`config.mk`:
```
export PLATFORM = sky130hd
export DESIGN_NAME = hbc_break_unit
export DESIGN_NICKNAME = d
export VERILOG_FILES = /design/src/hbc_pkg.sv /design/src/hbc_break_unit.sv
export VERILOG_INCLUDE_DIRS = /design/src
export SDC_FILE = /design/constraint.sdc
export NUM_CORES = 1
export LEC_CHECK = 0
export ABC_AREA = 1
export BUFFER_PORTS_ARGS = -buffer_cell sky130_fd_sc_hd__clkbuf_2
export CORE_MARGIN = 3
export CORE_UTILIZATION = 30
export DETAILED_ROUTE_END_ITERATION = 8
export RECOVER_POWER = 25
export SLEW_MARGIN = 20
export SYNTH_ARGS = -nofsm -noshare
export SYNTH_HDL_FRONTEND = slang
export SYNTH_SLANG_ARGS = --single-unit
```
`constraint.sdc`:
```
create_clock -name clk -period 1.7 [get_ports clk]
set_input_delay 0.085 -clock clk [delete_from_list [all_inputs] [get_ports clk]]
set_output_delay 0.085 -clock clk [all_outputs]
set_load 0.01 [all_outputs]
```
`src/hbc_consts.svh`:
```
// register offsets, field positions and reset values of the breakpoint unit
`ifndef HBC_CONSTS_SVH
`define HBC_CONSTS_SVH
`define HBC_IDX_CTRL0      8'h20
`define HBC_IDX_CTRL1      8'h21
`define HBC_IDX_ADDR_HIGH  8'h22
`define HBC_IDX_ADDR_LOW   8'h23
`define HBC_IDX_DATA_HIGH  8'h24
`define HBC_IDX_DATA_LOW   8'h25
`define HBC_IDX_STATUS     8'h26
// control 0 fields
`define HBC_C0_MODE_HI     7
`define HBC_C0_MODE_LO     6
`define HBC_C0_PROG_ONLY   5
`define HBC_C0_SIZE_SEL    4
`define HBC_C0_SEC_RANGE   1
`define HBC_C0_FIRST_RANGE 0
// control 1 fields
`define HBC_C1_DATA_EN     6
`define HBC_C1_MASK_HIGH   5
`define HBC_C1_MASK_LOW    4
`define HBC_C1_SEC_DIR_EN  3
`define HBC_C1_SEC_DIR_VAL 2
`define HBC_C1_FIRST_DIR_EN  1
`define HBC_C1_FIRST_DIR_VAL 0
`define HBC_RESET_BYTE     8'h00
`endif

```
`src/hbc_pkg.sv`:
```
// types of the breakpoint unit
package hbc_pkg;
   typedef enum logic [3:0]
   {
      HBC_MODE_OFF      = 4'b0001,
      HBC_MODE_SWI_DUAL = 4'b0010,
      HBC_MODE_BDM_FULL = 4'b0100,
      HBC_MODE_BDM_DUAL = 4'b1000
   } hbc_mode_t;
   typedef enum logic [2:0]
   {
      HBC_BUS_IDLE  = 3'b001,
      HBC_BUS_WRITE = 3'b010,
      HBC_BUS_READ  = 3'b100
   } hbc_bus_state_t;
endpackage

```
`src/hbc_break_unit.sv`:
```
// hardware breakpoint comparator with AHB-Lite register slave
// ----------------------------------------------------------------------------
// What this block does
// - mode field: off, swi dual, full, bdm dual
// - bdm dual: each address break enters debug
// - dual modes: data enable gates second breakpoint
// - size select ignored in dual modes
// - debug entry only while debug enabled
// - no breaks while debug mode active
// - address pair on address; data pair per mode
// - program-only breaks only executed tagged opcodes
// - swi dual: program breaks only
// - second range: upper byte or full word
// - first range: upper byte or full word
// - data enable off: data pair unused
// - full mode high mask skips data high
// - full mode low mask skips data low
// - second direction compare: 0 write, 1 read
// - first direction compare: 0 write, 1 read
// - swi dual ignores all direction bits
// - swi dual uses fetch tagging, no data breaks
// - tag pins latched on bus clock fall
// ----------------------------------------------------------------------------
`timescale 1ns/1ps
`include "hbc_consts.svh"
module hbc_break_unit
   import hbc_pkg::*;
(
   // clock and reset
   input  wire logic        clk,
   input  wire logic        resetn,
   // ahb-lite slave
   input  wire logic        hsel,
   input  wire logic [31:0] haddr,
   input  wire logic [1:0]  htrans,
   input  wire logic        hwrite,
   input  wire logic [2:0]  hsize,
   input  wire logic        hready,
   input  wire logic [31:0] hwdata,
   output logic      [31:0] hrdata,
   output logic             hreadyout,
   output logic             hresp,
   // cpu bus, same clock
   input  wire logic [15:0] cpu_addr,
   input  wire logic [15:0] cpu_data,
   input  wire logic        cpu_read,
   input  wire logic        cpu_cycle_valid,
   input  wire logic        cpu_opcode_fetch,
   input  wire logic        cpu_queue_head,
   input  wire logic        cpu_instr_boundary,
   // debug block, same clock
   input  wire logic        debug_enabled,
   input  wire logic        debug_active,
   input  wire logic        tag_enable,
   // tag pins, asynchronous, active low
   input  wire logic        tag_low_pin_n,
   input  wire logic        tag_high_pin_n,
   input  wire logic        bus_clock_e,
   // break requests
   output logic             swi_request,
   output logic             debug_request
);
   // ----------------------------------------------------------------------------
   // register slave
   // ----------------------------------------------------------------------------
   logic [7:0]  break_control_0_reg;
   logic [7:0]  break_control_1_reg;
   logic [7:0]  break_addr_high_reg;
   logic [7:0]  break_addr_low_reg;
   logic [7:0]  break_data_high_reg;
   logic [7:0]  break_data_low_reg;
   logic        wr_pend_reg;
   logic [7:0]  wr_idx_reg;
   logic [1:0]  pend_reg;
   logic [1:0]  pend_next;
   logic [1:0]  fetch_tag_reg;
   logic [1:0]  hit_cause_reg;

   // word index from byte address, misaligned bits dropped
   function automatic logic [7:0] word_index(input logic [31:0] a);
      word_index = a[9:2];
   endfunction

   wire logic access_ok = hsel & hready & htrans[1];

   always_ff @(posedge clk or negedge resetn)
   begin
      if (!resetn)
         wr_pend_reg <= 1'b0;
      else
         wr_pend_reg <= access_ok & hwrite;
   end

   // index kept every cycle; only used while the pending flag is set
   always_ff @(posedge clk or negedge resetn)
   begin
      if (!resetn)
         wr_idx_reg <= 8'h00;
      else
         wr_idx_reg <= word_index(haddr);
   end

   // each byte register sits in the low lane of its own word
   always_ff @(posedge clk or negedge resetn)
   begin
      if (!resetn)
         break_control_0_reg <= `HBC_RESET_BYTE;
      else if (wr_pend_reg & (wr_idx_reg == `HBC_IDX_CTRL0))
         break_control_0_reg <= hwdata[7:0];
   end

   always_ff @(posedge clk or negedge resetn)
   begin
      if (!resetn)
         break_control_1_reg <= `HBC_RESET_BYTE;
      else if (wr_pend_reg & (wr_idx_reg == `HBC_IDX_CTRL1))
         break_control_1_reg <= hwdata[7:0];
   end

   always_ff @(posedge clk or negedge resetn)
   begin
      if (!resetn)
         break_addr_high_reg <= `HBC_RESET_BYTE;
      else if (wr_pend_reg & (wr_idx_reg == `HBC_IDX_ADDR_HIGH))
         break_addr_high_reg <= hwdata[7:0];
   end

   always_ff @(posedge clk or negedge resetn)
   begin
      if (!resetn)
         break_addr_low_reg <= `HBC_RESET_BYTE;
      else if (wr_pend_reg & (wr_idx_reg == `HBC_IDX_ADDR_LOW))
         break_addr_low_reg <= hwdata[7:0];
   end

   always_ff @(posedge clk or negedge resetn)
   begin
      if (!resetn)
         break_data_high_reg <= `HBC_RESET_BYTE;
      else if (wr_pend_reg & (wr_idx_reg == `HBC_IDX_DATA_HIGH))
         break_data_high_reg <= hwdata[7:0];
   end

   always_ff @(posedge clk or negedge resetn)
   begin
      if (!resetn)
         break_data_low_reg <= `HBC_RESET_BYTE;
      else if (wr_pend_reg & (wr_idx_reg == `HBC_IDX_DATA_LOW))
         break_data_low_reg <= hwdata[7:0];
   end

   // read data registered in the address phase: zero wait states
   always_ff @(posedge clk or negedge resetn)
   begin
      if (!resetn)
         hrdata <= 32'h0000_0000;
      else if (access_ok & !hwrite)
      begin
         unique case (word_index(haddr))
            `HBC_IDX_CTRL0:     hrdata <= {24'h00_0000, break_control_0_reg};
            `HBC_IDX_CTRL1:     hrdata <= {24'h00_0000, break_control_1_reg};
            `HBC_IDX_ADDR_HIGH: hrdata <= {24'h00_0000, break_addr_high_reg};
            `HBC_IDX_ADDR_LOW:  hrdata <= {24'h00_0000, break_addr_low_reg};
            `HBC_IDX_DATA_HIGH: hrdata <= {24'h00_0000, break_data_high_reg};
            `HBC_IDX_DATA_LOW:  hrdata <= {24'h00_0000, break_data_low_reg};
            // status: pending flags, then cause of the last fired break, requested or not
            `HBC_IDX_STATUS:    hrdata <= {28'h000_0000, pend_reg, hit_cause_reg};
            default:            hrdata <= 32'h0000_0000;
         endcase
      end
   end

   // zero wait states: ready rises on the first edge after reset
   always_ff @(posedge clk or negedge resetn)
   begin
      if (!resetn)
         hreadyout <= 1'b0;
      else
         hreadyout <= 1'b1;
   end

   // only okay responses
   always_ff @(posedge clk or negedge resetn)
   begin
      if (!resetn)
         hresp <= 1'b0;
      else
         hresp <= 1'b0;
   end

   // ----------------------------------------------------------------------------
   // mode decode
   // ----------------------------------------------------------------------------
   // one-hot mode from the two mode bits
   hbc_mode_t mode;
   always_comb
   begin
      unique case ({break_control_0_reg[`HBC_C0_MODE_HI],
                    break_control_0_reg[`HBC_C0_MODE_LO]})
         2'b01:   mode = HBC_MODE_SWI_DUAL;
         2'b10:   mode = HBC_MODE_BDM_FULL;
         2'b11:   mode = HBC_MODE_BDM_DUAL;
         default: mode = HBC_MODE_OFF;
      endcase
   end

   wire logic dual      = (mode == HBC_MODE_SWI_DUAL) | (mode == HBC_MODE_BDM_DUAL);
   wire logic full      = (mode == HBC_MODE_BDM_FULL);
   wire logic swi_mode  = (mode == HBC_MODE_SWI_DUAL);
   // size select has no reader at all; dual modes never consult it
   wire logic prog_only = swi_mode | break_control_0_reg[`HBC_C0_PROG_ONLY];
   wire logic data_en   = break_control_1_reg[`HBC_C1_DATA_EN];

   // ----------------------------------------------------------------------------
   // comparators
   // ----------------------------------------------------------------------------
   // byte match of a 16-bit value, low byte optional
   function automatic logic word_match(input logic [15:0] v, input logic [7:0] hi,
                                       input logic [7:0] lo, input logic use_lo);
      word_match = (v[15:8] == hi) & (!use_lo | (v[7:0] == lo));
   endfunction

   function automatic logic dir_match(input logic en, input logic val, input logic rd);
      dir_match = !en | (val == rd);
   endfunction

   // direction bits are not used in swi dual mode
   wire logic dir0_ok = swi_mode | dir_match(break_control_1_reg[`HBC_C1_FIRST_DIR_EN],
                        break_control_1_reg[`HBC_C1_FIRST_DIR_VAL], cpu_read);
   wire logic dir1_ok = swi_mode | dir_match(break_control_1_reg[`HBC_C1_SEC_DIR_EN],
                        break_control_1_reg[`HBC_C1_SEC_DIR_VAL], cpu_read);

   wire logic [15:0] cmp_addr = cpu_addr;

   wire logic first_addr_hit = word_match(cmp_addr, break_addr_high_reg, break_addr_low_reg,
                               break_control_0_reg[`HBC_C0_FIRST_RANGE]);
   wire logic second_addr_hit = data_en & dual &
                                word_match(cmp_addr, break_data_high_reg, break_data_low_reg,
                                break_control_0_reg[`HBC_C0_SEC_RANGE]);
   wire logic data_hi_ok = break_control_1_reg[`HBC_C1_MASK_HIGH] |
                           (cpu_data[15:8] == break_data_high_reg);
   wire logic data_lo_ok = break_control_1_reg[`HBC_C1_MASK_LOW] |
                           (cpu_data[7:0] == break_data_low_reg);
   wire logic data_ok = !data_en | (data_hi_ok & data_lo_ok);

   // immediate hits on a live bus cycle; the two dual hits also feed the program-only fetch hit
   wire logic dual_hit0 = dual & first_addr_hit & dir0_ok;
   wire logic dual_hit1 = second_addr_hit & dir1_ok;
   wire logic full_hit  = full & first_addr_hit & dir0_ok & data_ok;

   // ----------------------------------------------------------------------------
   // tag pins
   // ----------------------------------------------------------------------------
   logic [2:0] tag_s1_reg;
   logic [2:0] tag_s2_reg;
   logic       e_prev_reg;
   logic [1:0] pin_tag_reg;

   // two flops on every asynchronous pin before any logic reads it
   always_ff @(posedge clk or negedge resetn)
   begin
      if (!resetn)
      begin
         tag_s1_reg <= 3'h7;
         tag_s2_reg <= 3'h7;
      end
      else
      begin
         tag_s1_reg <= {bus_clock_e, tag_high_pin_n, tag_low_pin_n};
         tag_s2_reg <= tag_s1_reg;
      end
   end

   always_ff @(posedge clk or negedge resetn)
   begin
      if (!resetn)
         e_prev_reg <= 1'b0;
      else
         e_prev_reg <= tag_s2_reg[2];
   end

   // latch tags on the synchronised fall of the bus clock
   always_ff @(posedge clk or negedge resetn)
   begin
      if (!resetn)
         pin_tag_reg <= 2'b00;
      else if (debug_active | !tag_enable)
         pin_tag_reg <= 2'b00;
      else if (e_prev_reg & !tag_s2_reg[2])
         pin_tag_reg <= ~tag_s2_reg[1:0];
   end

   // program-only hit judged on the fetch cycle itself, so a stale fetch
   // address cannot re-arm the tag after the queue head consumed it
   wire logic fetch_hit = prog_only & (dual_hit0 | dual_hit1 | (full & first_addr_hit));

   // one-deep tag tracking: the fetched opcode that matched, or a pin tag
   always_ff @(posedge clk or negedge resetn)
   begin
      if (!resetn)
         fetch_tag_reg <= 2'b00;
      else if (cpu_cycle_valid & cpu_opcode_fetch)
         fetch_tag_reg <= {fetch_hit, |pin_tag_reg};
      else if (cpu_queue_head)
         fetch_tag_reg <= 2'b00;
      else
         fetch_tag_reg <= {fetch_tag_reg[1], |pin_tag_reg};
   end

   // ----------------------------------------------------------------------------
   // break requests
   // ----------------------------------------------------------------------------
   wire logic bus_hit = cpu_cycle_valid & !prog_only & (dual_hit0 | dual_hit1 | full_hit);
   wire logic tag_fire = cpu_queue_head & (|fetch_tag_reg);

   always_comb
   begin
      pend_next = pend_reg;
      if (debug_active)
         pend_next = 2'b00;
      else
      begin
         // set wins over the boundary clear, so a hit there is kept
         if (cpu_instr_boundary & pend_reg[0])
            pend_next[0] = 1'b0;
         if (bus_hit)
            pend_next[0] = 1'b1;
         if (tag_fire)
            pend_next[1] = 1'b1;
         else
            pend_next[1] = 1'b0;
      end
   end

   always_ff @(posedge clk or negedge resetn)
   begin
      if (!resetn)
         pend_reg <= 2'b00;
      else
         pend_reg <= pend_next;
   end

   // pending breaks are dropped, not delayed, while debug is active
   wire logic fire = !debug_active & ((cpu_instr_boundary & pend_reg[0]) | pend_reg[1]);

   always_ff @(posedge clk or negedge resetn)
   begin
      if (!resetn)
         swi_request <= 1'b0;
      else
         swi_request <= fire & swi_mode & !(pend_reg[1] & fetch_tag_reg[0]);
   end

   // debug entry gated by the debug block's enable
   always_ff @(posedge clk or negedge resetn)
   begin
      if (!resetn)
         debug_request <= 1'b0;
      else
         debug_request <= fire & debug_enabled &
                          (!swi_mode | (pend_reg[1] & fetch_tag_reg[0]));
   end

   // cause of the last fired break, also when debug disabled blocks the request, kept for the status word
   always_ff @(posedge clk or negedge resetn)
   begin
      if (!resetn)
         hit_cause_reg <= 2'b00;
      else if (fire)
         hit_cause_reg <= {swi_mode, pend_reg[1]};
   end
endmodule // hbc_break_unit

```
Yosys cells after proc, flatten, opt, wreduce, memory -nomap -nowiden --
Index checks and enable logic that the tools add are counted.
Operators by class: equal/unequal tests 27, mux-type cells 10, bitwise operators 52, reduce and logical (&&, ||, !) cells 17
Operator list (number):
- 8-bit by 6-bit equality test with 1-bit output (second input constant) | 13
- 8-bit case mux with 7 select lines | 1
- 8-bit equality test | 6
- 1-bit bitwise AND | 34
- 1-bit OR | 17
- 1-bit logical NOT | 12
- 4-bit case mux with 3 select lines | 1
- 2-bit two-way mux | 5
- 2-bit equality test (second input constant) | 2
- 4-bit by 2-bit equality test with 1-bit output (second input constant) | 1
- 4-bit by 3-bit equality test with 1-bit output (second input constant) | 1
- 4-bit equality test (second input constant) | 1
- 2-bit nonzero test | 2
- 2-bit OR reduction | 2
- 1-bit two-way mux | 3
- 3-bit nonzero test | 1
- 1-bit equality test | 2
- 2-bit by 1-bit equality test with 1-bit output (second input constant) | 1
- 2-bit inverter | 1
Word-level totals: register bits after elaboration 107, bits of input ports 117, word-level logic and storage cells 127

Depth between registers and ports, before layout --
word-level depth 12, mapped depth 13, depth with buffers taken out 13

Least setup slack after synthesis --
No wires, ideal clock.
path kind reg-to-reg, start point register wr_idx_reg[4], end point register break_control_1_reg[6], library setup time 0.120 ns, data arrival time 1.367 ns, path slack 0.213 ns, stages on the path, launching flop included 7, buffers on the path 1, period minus slack after synthesis 1.487 ns, path through dfrtp_1 > nor4_4 > nor3b_4 > nand2_2 > buf_6 > nand2_1 > o21ai_2
Between the ends: longest elaborated chain between the ends 2
RTL lines:
- from (decl) | line hbc_break_unit.sv:73 | logic [7:0] wr_idx_reg;
- from (signal assigned) | line hbc_break_unit.sv:100 | wr_idx_reg <= word_index(haddr);
- 8-bit by 6-bit equality test with 1-bit output (no line)
- 1-bit bitwise AND | line hbc_break_unit.sv:116 | else if (wr_pend_reg & (wr_idx_reg == `HBC_IDX_CTRL1))
- to (signal assigned) | line hbc_break_unit.sv:115 | break_control_1_reg <= `HBC_RESET_BYTE;
- to (signal assigned) | line hbc_break_unit.sv:117 | break_control_1_reg <= hwdata[7:0];
- to (decl) | line hbc_break_unit.sv:67 | logic [7:0] break_control_1_reg;
Every way passes these cells. A chain may end at the register's enable or synchronous reset.

Worst setup path after layout --
start point input port haddr[5], end point register hrdata[4]
Between the ends: longest elaborated chain between the ends 2, elaborated cells between the ends (all ways) 8, classes of those cells eq/ne (7); mux (1)
RTL lines:
- from (decl) | line hbc_break_unit.sv:34 | input wire logic [31:0] haddr,
- 8-bit by 6-bit equality test with 1-bit output | line hbc_break_unit.sv:159 | unique case (word_index(haddr))
- 8-bit case mux with 7 select lines * | line hbc_break_unit.sv:159
- to (signal assigned) | line hbc_break_unit.sv:160 | `HBC_IDX_CTRL0: hrdata <= {24'h00_0000, break_control_0_reg};
- to (signal assigned) | line hbc_break_unit.sv:161 | `HBC_IDX_CTRL1: hrdata <= {24'h00_0000, break_control_1_reg};
- to (signal assigned) | line hbc_break_unit.sv:162 | `HBC_IDX_ADDR_HIGH: hrdata <= {24'h00_0000, break_addr_high_reg};
- to (decl) | line hbc_break_unit.sv:40 | output logic [31:0] hrdata,
Mark *: on every way between the ends. The rest lies on a longest branch, timed or not.

==> impl_metrics.json <==
{
  "cts.path.max_buffers": 2,
  "fin_hold_ws_ns": 0.008012,
  "start_util_pct": 31.24,
  "worstMarginPinSlew_ns": 0.6733,
  "total_power_mw": 4.553,
  "design.final.nets": 769,
  "total_routed_wirelength_mm": 11.78,
  "holdCritPathClass": "in2reg",
  "crit_family": "buffers and inverters",
  "core_region_area_sq_um": 14100,
  "grt_pass1_vias": 3537,
  "placement.io_buffers": 75,
  "fillCellCount": 1462,
  "power.density_nw_per_um2": 828.1,
  "multi_input_area_sq_um": 1982,
  "final_min_period_over_clock_period_pct": 93.46,
  "total_overflow_reported_by_the_global_router": 0,
  "drt-wirelength-per-cell_um": 14.08,
  "asyncSetResetFlopFracSynth_pct": 100.0,
  "synthesis.area_sq_um": 4404,
  "area_grow_syn2layout_pct": 24.83,
  "synth_enable_flop_cells": 0,
  "peakVddDrop_mv": 0.4358,
  "design_area_sq_um": 5498,
  "synth.most_common_cell": "sky130_fd_sc_hd__nand2_1",
  "timing.critical_path.depth": 13,
  "worstRegToRegCells": 5,
  "synth-main-ff-cell": "sky130_fd_sc_hd__dfrtp_1",
  "grt_max_degree": 31,
  "synth.area.top_cells": "sky130_fd_sc_hd__dfrtp_1 (44%), sky130_fd_sc_hd__nand2_1 (14%), sky130_fd_sc_hd__xnor2_1 (6.4%)",
  "die_w_um": 127.2,
  "timing.critical_path.buf_inv": 5,
  "yosys_register_bits": 83,
  "detailedPlace.worstSlack_ns": 0.1462,
  "layout-drive-gt1-share_pct": 21.31,
  "yosys_warnings": 0,
  "synth_cells": 541,
  "clock_slew_seen_by_the_registers_of_the_worst_setup_and_hold_paths_ns": 0.06,
  "num_antenna_cells": 0,
  "detailedRoute.firstPassIterationCount": 8,
  "number_of_max_capacitance_violations_reported": 0,
  "antenna_found_initial": 0,
  "largest_area_contributor_in_the_synthesized_netlist": "sky130_fd_sc_hd__dfrtp_1",
  "seqCellArea_sq_um": 2086,
  "max_stage_delay_ns": 0.54,
  "crit_path_top_delay_cell": "sky130_fd_sc_hd__dlygate4sd3_1",
  "syn_avg_cell_area_sq_um": 8.141,
  "drt_iter0_drc": 268,
  "cts_root_buffer": "sky130_fd_sc_hd__clkbuf_16",
  "drc": 0,
  "grtUsageTotal_pct": 15.22,
  "cts_tree": "done",
  "postRouteAntennaNets": 0,
  "std_cell_rows": 43,
  "post_dp_cell_area_sq_um": 4992,
  "synth_seq_area_share_pct": 47.33,
  "hpwl_mm": 9.126,
  "critPathKind": "in2reg",
  "placed_cells_incl_taps": 802,
  "worst_skew_pair_latency_ns": 0.35,
  "ys_top_cells_by_count": "sky130_fd_sc_hd__nand2_1 (166), sky130_fd_sc_hd__dfrtp_1 (77), sky130_fd_sc_hd__inv_1 (56), sky130_fd_sc_hd__o21ai_0 (45), sky130_fd_sc_hd__nor2_1 (38)",
  "cp_data_required_time_ns": 1.98,
  "die_area_sq_um": 16170,
  "timing.final.max_slew_violations": 0,
  "die_h_um": 127.2,
  "status": "complete, no violations",
  "final_period_minus_worst_setup_slack_ns": 1.589,
  "hold_violations": 0,
  "worstPathCellList": "dlygate4sd3_1 > clkbuf_2 > nor2_1 > inv_1 > nor2_4 > inv_1 > nor2_4 > inv_1 > o21ai_1 > a21oi_1 > nand2_1 > nand2_1 > nand2_1",
  "cellLeakagePower_nw": 2.879,
  "critPathArrivalTime_ns": 1.87,
  "fin_cells": 837,
  "grt_pass1_wl_mm": 18.71,
  "synthDominantCellAreaShare_pct": 43.75,
  "distinct_cell_type_count_after_synthesis": 37,
  "timing.clock.skew_ns": 0.008706,
  "dr_total_vias": 3727,
  "io_pins": 153,
  "final_estimated_routing_congestion_in_global_placement": 0.8242,
  "max_slew_headroom_pct": 55.11,
  "clock_sinks": 83,
  "final-setup-viol-count": 0,
  "max_clock_freq_ghz": 0.6294,
  "drt-vias-per-instance": 4.453,
  "min_delay_path_depth": 3,
  "cp-end-kind": "flop",
  "timing.critical_path.fanout_max": 7,
  "cts-buffers-inserted": 9,
  "cts.htree.levels": 3,
  "finalWorstSetupSlack_ns": 0.1112,
  "worstSetupStartpointType": "input pin"
}
[path summary, 6_finish.rpt]
check,start,endpoint,slack [ns]
min in group asynchronous,resetn,swi_request,0.31
max in group asynchronous,resetn,fetch_tag_reg[1],0.70
setup / recovery,haddr[5],hrdata[4],0.11
hold / removal,cpu_opcode_fetch,fetch_tag_reg[0],0.008
setup reg to reg,wr_idx_reg[4],break_data_low_reg[4],0.15
hold reg to reg,tag_s1_reg[0],tag_s2_reg[0],0.35
[per-stage QoR]
| stage | utilization [%] | setup TNS, ns |
|---|---|---|
| floorplan | - | 0 |
| global placement | 35.42 | 0 |
| detailed placement | 35.42 | 0 |
| CTS | 38.82 | 0 |
| global route | 39.00 | -0.002348 |
| finish | 39.00 | 0 |
[cells in the final DEF (no fill, tap or decap), drive strengths merged]
cell / Yosys / final
nand3: 18 / 18
dfrtp: 77 / 77
o2111ai: 1 / 1
o21ai: 62 / 62
o221ai: 1 / 1
clkbuf: 2 / 85
inv: 57 / 57
nor3: 4 / 4
a211oi: 1 / 1
buf: 29 / 15
or2: 6 / 6
o211ai: 1 / 1
dlygate4sd3: 0 / 17
nand2: 169 / 169
nor3b: 2 / 2
nand3b: 3 / 3
nand4: 6 / 6
nor4: 1 / 1
clkinv: 1 / 5
xor2: 5 / 5
o22ai: 5 / 5
nor2: 40 / 40
o2bb2ai: 1 / 1
a21oi: 8 / 8
dfstp: 6 / 6
xnor2: 32 / 32
bufinv: 0 / 2
a22oi: 1 / 1
conb: 2 / 26
[where the power goes]
part / leakage [nW] / internal [mW] / switching, mW
Combinational: 1.86 / 0.177 / 0.248
Sequential: 0.862 / 2.03 / 0.0351
Clock: 0.156 / 1.28 / 0.783
Total: 2.88 / 3.49 / 1.07
[kinds of logic after synthesis]
family	after synthesis	synth area share, %
DFF	83	47.33
AOI/OAI and AO/OA	81	10.80
xor gates and xnor gates	37	7.358
buffers and inverters	89	10.11
other	2	0.1705
and+or+nand+nor	249	24.23
[worst reg2reg max path, stage by stage (launching register included)]
cell and delay [ns]:
sky130_fd_sc_hd__dfrtp_1 0.39, sky130_fd_sc_hd__nor4_4 0.31, sky130_fd_sc_hd__nor3b_4 0.27, sky130_fd_sc_hd__nand2_2 0.25, sky130_fd_sc_hd__nand2_1 0.16, sky130_fd_sc_hd__o21ai_2 0.06
[final cells by class]
type                            count  share of cell area (%)
Clock buffer                       10                   4.165
Clock inverter                      6                   1.457
Inverter                           58                   3.960
Multi-Input combinational cell    393                   36.05
Sequential cell                    83                   37.94
Tap cell                          180                   4.096
Timing Repair Buffer              107                   12.34
[repair_timing]
item / in CTS / in global routing
buffers inserted: 0 / 2
gates resized for setup: 0 / 10
hold endpoints to repair: 67 / 0
setup endpoints to repair: 0 / 7
hold buffers: 17 / 0
[per-layer routing]
layer  global-route usage [%]  wire, um
met1                    21.20      5509
met4                    4.921       150
met2                    23.75      5366
met5                        0         0
met3                    3.177       756
(Power assumes the default switching activity.)
